### config.mk
export PLATFORM = sky130hd
export DESIGN_NAME = hofc_top
export DESIGN_NICKNAME = d
export VERILOG_FILES = /design/src/rtl/hofc_pkg.sv /design/src/rtl/hofc_cfg_parity.sv /design/src/rtl/hofc_top.sv
export SDC_FILE = /design/constraint.sdc
export NUM_CORES = 1
export LEC_CHECK = 0
export ABC_CLOCK_PERIOD_IN_PS = 12350
export BUFFER_PORTS_ARGS = -buffer_cell sky130_fd_sc_hd__buf_2
export CAP_MARGIN = 10
export CORE_AREA = 3 3 201 203
export DETAILED_ROUTE_END_ITERATION = 10
export DIE_AREA = 0 0 204 206
export HOLD_SLACK_MARGIN = 0.1
export PLACE_DENSITY_LB_ADDON = 0.15
export SYNTH_ARGS = -nofsm -noshare
export SYNTH_HDL_FRONTEND = slang
export SYNTH_SLANG_ARGS = --single-unit
### constraint.sdc
create_clock -name clock -period 12.35 [get_ports clock]
set_clock_uncertainty 0.2 [all_clocks]
set_input_delay 2.47 -clock clock [delete_from_list [all_inputs] [get_ports clock]]
set_output_delay 2.47 -clock clock [all_outputs]
set_load 0.01 [all_outputs]
### src/rtl/hofc_pkg.sv
// hofc_pkg: constants shared by the hall output filter and clamp block
// assumes a single 100 MHz clock and a 32-bit avalon-mm register port
package hofc_pkg;
	// ****************************************
	// timing
	// ****************************************
	localparam int CLK_HZ        = 100_000_000;
	localparam int INTERP_HZ     = 256_000;
	localparam int LP_HZ         = 16_000;
	// rounds down, so the period is slightly short of the exact rate
	localparam int INTERP_CYC    = CLK_HZ / INTERP_HZ;
	localparam int INTERP_PER_LP = INTERP_HZ / LP_HZ;
	localparam logic [8:0] INTERP_LAST = 9'(INTERP_CYC - 1);
	localparam logic [3:0] PHASE_LAST  = 4'(INTERP_PER_LP - 1);

	// ****************************************
	// data path
	// ****************************************
	localparam int ADC_W  = 16;
	localparam int CODE_W = 12;
	localparam int FRAC_W = 12;
	localparam logic [2:0]  LP_BYPASS = 3'h7;
	// one-pole coefficients in q12 for 78..1320 hz at 16 khz
	localparam logic [11:0] LP_COEF [0:6] = '{12'h07c, 12'h176, 12'h26f, 12'h36e,
		12'h46d, 12'h571, 12'h677};
	localparam logic [11:0] CODE_FULL = 12'hfff;
	localparam logic [11:0] CODE_MID  = 12'h800;

	// ****************************************
	// configuration memory
	// ****************************************
	localparam int NLINES = 3;
	localparam int LINE_W = 16;

	// ****************************************
	// register map
	// ****************************************
	localparam logic [4:0] OFS_LP     = 5'h00;
	localparam logic [4:0] OFS_CL     = 5'h04;
	localparam logic [4:0] OFS_CH     = 5'h08;
	localparam logic [4:0] OFS_CTRL   = 5'h0c;
	localparam logic [4:0] OFS_STATUS = 5'h10;
	localparam logic [2:0]  RST_LP    = 3'h0;
	localparam logic [11:0] RST_CL    = 12'h000;
	localparam logic [11:0] RST_CH    = 12'hfff;
	localparam logic        RST_CTRL  = 1'b0;
	localparam int ST_UNCORR_BIT = 0;
	localparam int ST_FIX_BIT    = 1;
	localparam int ST_CODE_LSB   = 16;
endpackage : hofc_pkg

### src/rtl/hofc_cfg_parity.sv
// hofc_cfg_parity: row and column parity check of the configuration lines
// assumes the memory image is stable logic on the same clock
`timescale 1ns/100ps
module hofc_cfg_parity (
	input  wire logic                                       clock,       // system clock
	input  wire logic                                       arst_n,      // async reset
	input  wire logic [hofc_pkg::NLINES*hofc_pkg::LINE_W-1:0] cfg_image,   // raw lines
	input  wire logic [hofc_pkg::NLINES-1:0]                cfg_row_par, // parity per line
	input  wire logic [hofc_pkg::LINE_W-1:0]                cfg_col_par, // column parity
	output logic      [hofc_pkg::NLINES*hofc_pkg::LINE_W-1:0] fixed_r,     // corrected lines
	output logic                                            fix_r,       // one bit fixed
	output logic                                            uncorr_r     // not correctable
);
	logic [hofc_pkg::NLINES-1:0]                row_bad;
	logic [hofc_pkg::LINE_W-1:0]                col_syn;
	logic [hofc_pkg::NLINES*hofc_pkg::LINE_W-1:0] fixed_nxt;
	logic                                       single;
	logic                                       col_one;

	// column syndrome over all lines
	always_comb
	begin
		col_syn = cfg_col_par;
		for (int i = 0; i < hofc_pkg::NLINES; i++)
		begin
			col_syn = col_syn ^ cfg_image[i*hofc_pkg::LINE_W +: hofc_pkg::LINE_W];
		end
	end

	// one bad line with one bad column is fixable
	assign col_one = (col_syn != '0) && ((col_syn & (col_syn - 16'h0001)) == '0);
	assign single  = ($countones(row_bad) == 1) && col_one;

	// per line parity check and bit flip
	genvar g;
	generate
		for (g = 0; g < hofc_pkg::NLINES; g++)
		begin : g_line
			assign row_bad[g] = (^cfg_image[g*hofc_pkg::LINE_W +: hofc_pkg::LINE_W])
				^ cfg_row_par[g];
			assign fixed_nxt[g*hofc_pkg::LINE_W +: hofc_pkg::LINE_W] =
				cfg_image[g*hofc_pkg::LINE_W +: hofc_pkg::LINE_W]
				^ ((row_bad[g] && single) ? col_syn : '0);
		end
	endgenerate

	// registered result
	always_ff @(posedge clock or negedge arst_n)
	begin
		if (!arst_n)
		begin
			fixed_r  <= '0;
			fix_r    <= 1'b0;
			uncorr_r <= 1'b0;
		end
		else
		begin
			fixed_r  <= fixed_nxt;
			fix_r    <= single;
			uncorr_r <= !single && ((row_bad != '0) || (col_syn != '0));
		end
	end

	a_two_lines: assert property (@(posedge clock) disable iff (!arst_n)
		($countones(row_bad) > 1) |=> (uncorr_r && !fix_r))
		else $error("two bad lines not flagged");
endmodule : hofc_cfg_parity

### src/rtl/hofc_top.sv
// hofc_top: hall sample low-pass, limiter, interpolation and output clamp
// assumes adc samples and memory image come from logic on the same clock
//
// Added by the designer: the placing of the registers and register access over Avalon-MM.
`timescale 1ns/100ps
module hofc_top (
	input  wire logic                 clock,       // 100 mhz system clock
	input  wire logic                 arst_n,      // async reset, active low
	input  wire logic [15:0]          adc_data,    // signed hall adc sample
	input  wire logic                 adc_valid,   // sample strobe
	input  wire logic [47:0]          cfg_image,   // configuration lines
	input  wire logic [2:0]           cfg_row_par, // parity per line
	input  wire logic [15:0]          cfg_col_par, // column parity
	input  wire logic [4:0]           address,     // avalon byte address
	input  wire logic                 read,        // avalon read
	input  wire logic                 write,       // avalon write
	input  wire logic [31:0]          writedata,   // avalon write data
	input  wire logic [3:0]           byteenable,  // avalon byte lanes
	output logic      [31:0]          readdata,    // avalon read data
	output logic                      waitrequest, // avalon stall
	output logic      [11:0]          dac_code,    // output dac code
	output logic                      dac_strobe,  // new dac code pulse
	output logic                      cfg_error    // uncorrectable memory error
);
	// ****************************************
	// declarations
	// ****************************************
	logic [2:0]         lp_r;
	logic [11:0]        cl_r;
	logic [11:0]        ch_r;
	logic               ctrl_r;
	logic [31:0]        readdata_r;
	logic               wait_r;
	logic [31:0]        rd_nxt;
	logic               acc_ok;
	logic [47:0]        fixed;
	logic               fix;
	logic               uncorr;
	logic [2:0]         lp_eff;
	logic [11:0]        lo_eff;
	logic [11:0]        hi_eff;
	logic [8:0]         tick_cnt_r;
	logic               interp_tick;
	logic [3:0]         phase_r;
	logic               lp_tick;
	logic [12:0]        lp_gap_r;
	logic               lp_seen_r;
	logic signed [15:0] sample_r;
	logic signed [27:0] filt_r;
	logic signed [27:0] filt_nxt;
	logic signed [27:0] x_ext;
	logic signed [28:0] diff;
	logic signed [41:0] prod;
	logic signed [15:0] filt_int;
	logic [11:0]        dsp_code;
	logic [15:0]        acc_r;
	logic [15:0]        acc_sum;
	logic signed [12:0] delta_r;
	logic [11:0]        interp_code;
	logic [11:0]        lo_c;
	logic [11:0]        out_nxt;
	logic [11:0]        dac_code_r;
	logic               dac_strobe_r;

	// ****************************************
	// avalon register slave
	// ****************************************
	// one wait cycle, answer when waitrequest is low
	assign acc_ok = (read || write) && !wait_r;

	// waitrequest drops for one cycle per request
	always_ff @(posedge clock or negedge arst_n)
	begin
		if (!arst_n)
			wait_r <= 1'b1;
		else
			wait_r <= !((read || write) && wait_r);
	end

	// read mux, unmapped offsets read zero
	always_comb
	begin
		rd_nxt = 32'h0000_0000;
		case (address)
			hofc_pkg::OFS_LP:     rd_nxt[2:0]  = lp_r;
			hofc_pkg::OFS_CL:     rd_nxt[11:0] = cl_r;
			hofc_pkg::OFS_CH:     rd_nxt[11:0] = ch_r;
			hofc_pkg::OFS_CTRL:   rd_nxt[0]    = ctrl_r;
			hofc_pkg::OFS_STATUS:
			begin
				rd_nxt[hofc_pkg::ST_UNCORR_BIT] = uncorr;
				rd_nxt[hofc_pkg::ST_FIX_BIT]    = fix;
				rd_nxt[hofc_pkg::ST_CODE_LSB +: 12] = dac_code_r;
			end
			default:              rd_nxt = 32'h0000_0000;
		endcase
	end

	// read data registered while the wait cycle runs
	always_ff @(posedge clock or negedge arst_n)
	begin
		if (!arst_n)
			readdata_r <= 32'h0000_0000;
		else if (read && wait_r)
			readdata_r <= rd_nxt;
	end

	// writable registers, byte lanes honoured
	always_ff @(posedge clock or negedge arst_n)
	begin
		if (!arst_n)
		begin
			lp_r   <= hofc_pkg::RST_LP;
			cl_r   <= hofc_pkg::RST_CL;
			ch_r   <= hofc_pkg::RST_CH;
			ctrl_r <= hofc_pkg::RST_CTRL;
		end
		else if (write && acc_ok)
		begin
			case (address)
				hofc_pkg::OFS_LP:
					if (byteenable[0]) lp_r <= writedata[2:0];
				hofc_pkg::OFS_CL:
				begin
					if (byteenable[0]) cl_r[7:0]  <= writedata[7:0];
					if (byteenable[1]) cl_r[11:8] <= writedata[11:8];
				end
				hofc_pkg::OFS_CH:
				begin
					if (byteenable[0]) ch_r[7:0]  <= writedata[7:0];
					if (byteenable[1]) ch_r[11:8] <= writedata[11:8];
				end
				hofc_pkg::OFS_CTRL:
					if (byteenable[0]) ctrl_r <= writedata[0];
				default: ;
			endcase
		end
	end

	a_bus_wait: assert property (@(posedge clock) disable iff (!arst_n)
		((read || write) && waitrequest) |=> (!waitrequest ##1 waitrequest))
		else $error("waitrequest not one wait cycle");

	// ****************************************
	// configuration source
	// ****************************************
	hofc_cfg_parity u_parity (
		.clock       (clock),
		.arst_n      (arst_n),
		.cfg_image   (cfg_image),
		.cfg_row_par (cfg_row_par),
		.cfg_col_par (cfg_col_par),
		.fixed_r     (fixed),
		.fix_r       (fix),
		.uncorr_r    (uncorr)
	);

	// ctrl bit0 selects the ram registers over the corrected memory
	assign lp_eff = ctrl_r ? lp_r : fixed[2:0];
	assign lo_eff = ctrl_r ? cl_r : fixed[27:16];
	assign hi_eff = ctrl_r ? ch_r : fixed[43:32];

	// ****************************************
	// rate generation
	// ****************************************
	// 256 khz tick, 16 khz tick every sixteenth of it
	always_ff @(posedge clock or negedge arst_n)
	begin
		if (!arst_n)
		begin
			tick_cnt_r <= 9'h000;
			phase_r    <= 4'h0;
		end
		else if (interp_tick)
		begin
			tick_cnt_r <= 9'h000;
			phase_r    <= (phase_r == hofc_pkg::PHASE_LAST) ? 4'h0 : phase_r + 4'h1;
		end
		else
			tick_cnt_r <= tick_cnt_r + 9'h001;
	end

	assign interp_tick = (tick_cnt_r == hofc_pkg::INTERP_LAST);
	assign lp_tick     = interp_tick && (phase_r == hofc_pkg::PHASE_LAST);

	a_interp_rate: assert property (@(posedge clock) disable iff (!arst_n)
		interp_tick |=> (!interp_tick)[*8] ##[382:382] interp_tick)
		else $error("interpolation tick spacing wrong");

	// helper count of cycles since the last low-pass update
	always_ff @(posedge clock or negedge arst_n)
	begin
		if (!arst_n)
		begin
			lp_gap_r  <= 13'h0000;
			lp_seen_r <= 1'b0;
		end
		else if (lp_tick)
		begin
			lp_gap_r  <= 13'h0000;
			lp_seen_r <= 1'b1;
		end
		else
			lp_gap_r <= lp_gap_r + 13'h0001;
	end

	a_lp_rate: assert property (@(posedge clock) disable iff (!arst_n)
		(lp_tick && lp_seen_r) |->
		(lp_gap_r == 13'(hofc_pkg::INTERP_CYC * hofc_pkg::INTERP_PER_LP - 1)))
		else $error("low-pass update spacing wrong");

	// ****************************************
	// input low-pass filter
	// ****************************************
	// hold the latest adc sample
	always_ff @(posedge clock or negedge arst_n)
	begin
		if (!arst_n)
			sample_r <= 16'sh0000;
		else if (adc_valid)
			sample_r <= adc_data;
	end

	// one-pole step y += a*(x-y); zero step at x==y keeps unity dc gain
	assign x_ext = {sample_r, 12'h000};
	assign diff  = 29'(x_ext) - 29'(filt_r);
	assign prod  = diff * $signed({1'b0, hofc_pkg::LP_COEF[lp_eff[2:0] == 3'h7 ? 3'h0 :
		lp_eff]});

	// code 7 loads the sample straight through
	always_comb
	begin
		if (lp_eff == hofc_pkg::LP_BYPASS)
			filt_nxt = x_ext;
		else
			filt_nxt = 28'(29'(filt_r) + prod[40:12]);
	end

	always_ff @(posedge clock or negedge arst_n)
	begin
		if (!arst_n)
			filt_r <= 28'sh000_0000;
		else if (lp_tick)
			filt_r <= filt_nxt;
	end

	a_dc_gain: assert property (@(posedge clock) disable iff (!arst_n)
		(lp_tick && filt_r == x_ext) |=> (filt_r == $past(filt_r)))
		else $error("filter moved at steady state");

	a_bypass: assert property (@(posedge clock) disable iff (!arst_n)
		(lp_tick && lp_eff == 3'h7) |=> (filt_r[27:12] == $past(sample_r)))
		else $error("bypass did not pass sample");

	// ****************************************
	// limiter to 12-bit code
	// ****************************************
	// bipolar result around mid-scale, saturated at both ends
	assign filt_int = filt_r[27:12];

	always_comb
	begin
		if (filt_int > 16'sd2047)
			dsp_code = hofc_pkg::CODE_FULL;
		else if (filt_int < -16'sd2048)
			dsp_code = 12'h000;
		else
			dsp_code = filt_int[11:0] ^ hofc_pkg::CODE_MID;
	end

	a_limit_12: assert property (@(posedge clock) disable iff (!arst_n)
		(filt_int > 16'sd2047) |-> (dsp_code == 12'hfff))
		else $error("limiter did not saturate");

	// ****************************************
	// interpolation filter
	// ****************************************
	// accumulator after this tick's step; its fraction is zero at each lp tick
	assign acc_sum = acc_r + 16'({{3{delta_r[12]}}, delta_r});

	// linear ramp in 16 steps of q4 toward each new result, never bypassed
	always_ff @(posedge clock or negedge arst_n)
	begin
		if (!arst_n)
		begin
			acc_r   <= 16'h0000;
			delta_r <= 13'sh0000;
		end
		else if (interp_tick)
		begin
			acc_r <= acc_sum;
			if (lp_tick)
				delta_r <= $signed({1'b0, dsp_code}) - $signed({1'b0, acc_sum[15:4]});
		end
	end

	assign interp_code = acc_r[15:4];

	// ****************************************
	// clamp and error override
	// ****************************************
	// low limit first, then high limit, error forces full scale
	always_comb
	begin
		lo_c = (interp_code < lo_eff) ? lo_eff : interp_code;
		out_nxt = (lo_c > hi_eff) ? hi_eff : lo_c;
		if (uncorr)
			out_nxt = hofc_pkg::CODE_FULL;
	end

	// dac code and strobe at the 256 khz rate
	always_ff @(posedge clock or negedge arst_n)
	begin
		if (!arst_n)
		begin
			dac_code_r   <= 12'h000;
			dac_strobe_r <= 1'b0;
		end
		else
		begin
			dac_strobe_r <= interp_tick;
			if (interp_tick)
				dac_code_r <= out_nxt;
		end
	end

	assign readdata    = readdata_r;
	assign waitrequest = wait_r;
	assign dac_code    = dac_code_r;
	assign dac_strobe  = dac_strobe_r;
	assign cfg_error   = uncorr;

	a_clamp_high: assert property (@(posedge clock) disable iff (!arst_n)
		(interp_tick && !uncorr) |=> (dac_code_r <= $past(hi_eff)))
		else $error("code above high clamp");

	a_clamp_low: assert property (@(posedge clock) disable iff (!arst_n)
		(interp_tick && !uncorr && lo_eff <= hi_eff) |=> (dac_code_r >= $past(lo_eff)))
		else $error("code below low clamp");

	a_err_full: assert property (@(posedge clock) disable iff (!arst_n)
		(interp_tick && uncorr) |=> (dac_code_r == 12'hfff) && dac_strobe_r)
		else $error("error did not force full scale");
endmodule : hofc_top

==> impl_metrics.json <==
{
  "post-route-period-util_pct": 84.4,
  "clock-sinks": 181,
  "ys_seq_elements": 181,
  "clockBufferDepth": 2,
  "critPathKind": "reg -> reg",
  "cp-start-kind": "flop",
  "overflow": 0,
  "grt_max_degree": 116,
  "cts_made_buffers": 17,
  "first_iter_violations": 1214,
  "crit_arrival_ns": 10.61,
  "start_util_pct": 61.7,
  "clk_pin_slew_ns": 0.07,
  "wl_per_cell_um": 18.4,
  "dieArea_sq_um": 42000,
  "regArea_sq_um": 4550,
  "io_pins": 176,
  "syn_area_sq_um": 23800,
  "ys.flop_type": "dfrtp_1",
  "row_count": 72,
  "synth.area.top_cells": "fa_1 20%, dfrtp_1 18%, ha_1 12%, inv_1 7.4%, xnor2_1 4.4%",
  "hold_violations": 0,
  "yosysTopAreaCell": "fa_1",
  "routed_wirelength_um": 62200,
  "status": "complete, no violations",
  "drc": 0,
  "cts_tree": "done",
  "synth-edff-count": 0,
  "nets": 3434,
  "crit_path_max_fanout": 10,
  "dr.pass1.iters": 5,
  "portBuffers": 145,
  "fillers": 3242,
  "final_antenna_net_count": 0,
  "fmax_ghz": 0.0960,
  "cts_resized": 0,
  "cts_hold_buf": 0,
  "multi_input_area_sq_um": 17100,
  "crit_required_ns": 12.54,
  "seq_area_frac_synth_pct": 19.1,
  "clk-insertion-delay-late_ns": 0.45,
  "dp.cells": 3344,
  "yosys_warnings": 0,
  "synth_top_area_share_pct": 20.0,
  "grt_pass1_vias": 19970,
  "dpl.hpwl_um": 50200,
  "vias_per_cell": 5.81,
  "worstMarginPinSlew_ns": 1.16,
  "crit_path_top_delay_cell": "xor2_1",
  "syn_avg_cell_area_sq_um": 8.69,
  "finalSetupViolCount": 0,
  "min_path_type": "reg -> reg",
  "slew_headroom_pct": 21.8,
  "cts_max_level": 4,
  "critPathCaptureType": "flop",
  "tns_ns": 0,
  "synth_cell_types": 79,
  "antenna_found_initial": 3,
  "timing.critical_path.buf_inv": 6,
  "area_growth_pct": 7.83,
  "finalNonFillerCells": 3377,
  "post_cts_buffers": 0,
  "die_h_um": 206,
  "core_area_sq_um": 38600,
  "rsz0062_at_grt": "no",
  "root_buffer": "clkbuf_16",
  "num_vias": 19626,
  "drv_slew": 0,
  "grt_usage_pct": 30.5,
  "netlist_instances": 2744,
  "cpPeakStageDelay_ns": 0.77,
  "die_w_um": 204,
  "max_cap_viol_count": 0,
  "period_needed_ns": 10.42,
  "grt_pass1_wl_um": 103000,
  "finalWeightedCongestion": 0.938,
  "crit_family": "adder cells",
  "ys_async_sr_fraction_pct": 100,
  "drive_above_1_share_pct": 11.4
}
-- final timing paths --
kind | cells after the start | startpoint | endpoint | slack, ns
worst max-delay path | 35 | filt_r[0] | filt_r[26] | 1.93
worst min-delay path | 2 | readdata[19] | readdata[19] | 0.28
worst max register to register | 35 | filt_r[0] | filt_r[26] | 1.93
worst min register to register | 2 | readdata[19] | readdata[19] | 0.28
max in group asynchronous | 2 | arst_n | dac_code[5] | 8.55
min in group asynchronous | 1 | arst_n | acc_r[13] | 1.96
-- synthesized netlist by cell type (7+ instances only) --
master and number:
inv_1 470, nor2_1 260, fa_1 238, ha_1 222, nand2_1 191, dfrtp_1 168, o21ai_0 139, xnor2_1 120
a21oi_1 87, clkbuf_1 87, xor2_1 76, nor3_1 64, mux2_2 58, nand3_1 48, and3_1 38, a21o_1 35
o21a_1 31, or3_1 27, a211oi_1 20, nand2b_1 20, or4_1 20, nand4_1 18, nor2b_1 18, o31ai_1 17
mux2i_1 16, a31oi_1 15, o21ai_1 15, a22oi_1 14, a32oi_1 13, dfstp_2 13, o211ai_1 13, a31o_2 11
o21bai_1 11, xnor3_1 11, nor3_2 10, or2_2 10, and2_1 8, buf_4 8, o22ai_1 7
-- cells by family (layout without fill, tap and decap cells) --
logic type               count (synthesis)  count (layout)  synth area share [%]
multiplexers                            75              75                  3.51
buffers and inverters                  576             683                  9.29
other                                    1               9                0.0157
XOR/XNOR                               207             207                  8.24
AO/OA/AOI/OAI                          490             490                  13.4
AND/OR/NAND/NOR                        754             754                  14.9
flip-flops                             181             181                  19.1
adder cells (fa/ha/maj)                460             460                  31.6
-- layout make-up --
cell class,count,share of cell area (%)
clock buffer,20,1.74
tap,518,2.52
inverter,472,6.89
antenna,1,0.00973
timing repair buffer,179,3.85
sequential,181,17.7
multi-input combinational,1994,66.7
clock inverter,12,0.638
-- tightest hold or removal path: cells and delay by family (launching register included) --
kind             cells  cell delay [ns]
AO/OA/AOI/OAI        1             0.06
flip-flops           1             0.34
AND/OR/NAND/NOR      1             0.04
-- per-layer routing --
layer	up-vias	part of all wire (%)	global-route usage (%)
li1	9249	-	-
met1	9563	42	41.1
met2	694	48	50.6
met3	116	6.8	4.36
met4	4	3.5	11.1
met5	-	0.027	0
-- placed cells by master (no fill, tap or decap), types with 13 or more instances in the layout --
cell | netlist | layout
and3_1 | 38 | 38
mux2i_1 | 16 | 16
a21oi_1 | 87 | 85
a21o_1 | 35 | 35
nor2_1 | 260 | 258
nor2b_1 | 18 | 18
a31oi_1 | 15 | 14
buf_4 | 8 | 34
o21a_1 | 31 | 31
or4_1 | 20 | 20
nand3_1 | 48 | 48
o31ai_1 | 17 | 17
o211ai_1 | 13 | 13
xor2_1 | 76 | 76
or3_1 | 27 | 27
dfstp_2 | 13 | 13
a211oi_1 | 20 | 20
nand4_1 | 18 | 18
ha_1 | 222 | 222
buf_2 | 1 | 144
nor3_1 | 64 | 64
a22oi_1 | 14 | 14
xnor2_1 | 120 | 119
nand2_1 | 191 | 191
inv_1 | 470 | 470
mux2_2 | 58 | 58
o21ai_0 | 139 | 139
o21ai_1 | 15 | 15
dfrtp_1 | 168 | 168
nand2b_1 | 20 | 20
fa_1 | 238 | 238
a32oi_1 | 13 | 13
clkbuf_16 | 0 | 17
-- state kept, by name, indices dropped and copies added, names as in the netlist, 13 cells and up --
name	count
acc_r	16
delta_r	13
filt_r	28
readdata	24
sample_r	16
u_parity.fixed_r	27
-- through the flow --
stage | setup slack (ns) | hold slack, ns | utilization (%) | cell area (sq um)
final | 1.93 | 0.277 | 66.5 | 25700
after global routing | 1.33 | 0.310 | 66.5 | 25700
after CTS | 2.09 | 0.281 | 66.5 | 25700
after detailed placement | 2.13 | 0.265 | 64.9 | 25100
after global placement | 2.33 | 0.256 | 64.9 | 25100
after floorplan | 3.48 | 0.252 | - | 23900
Power is left out: the tool's default activity adds up to more than one toggle a clock period on the data nets, which glitch-free logic cannot reach.
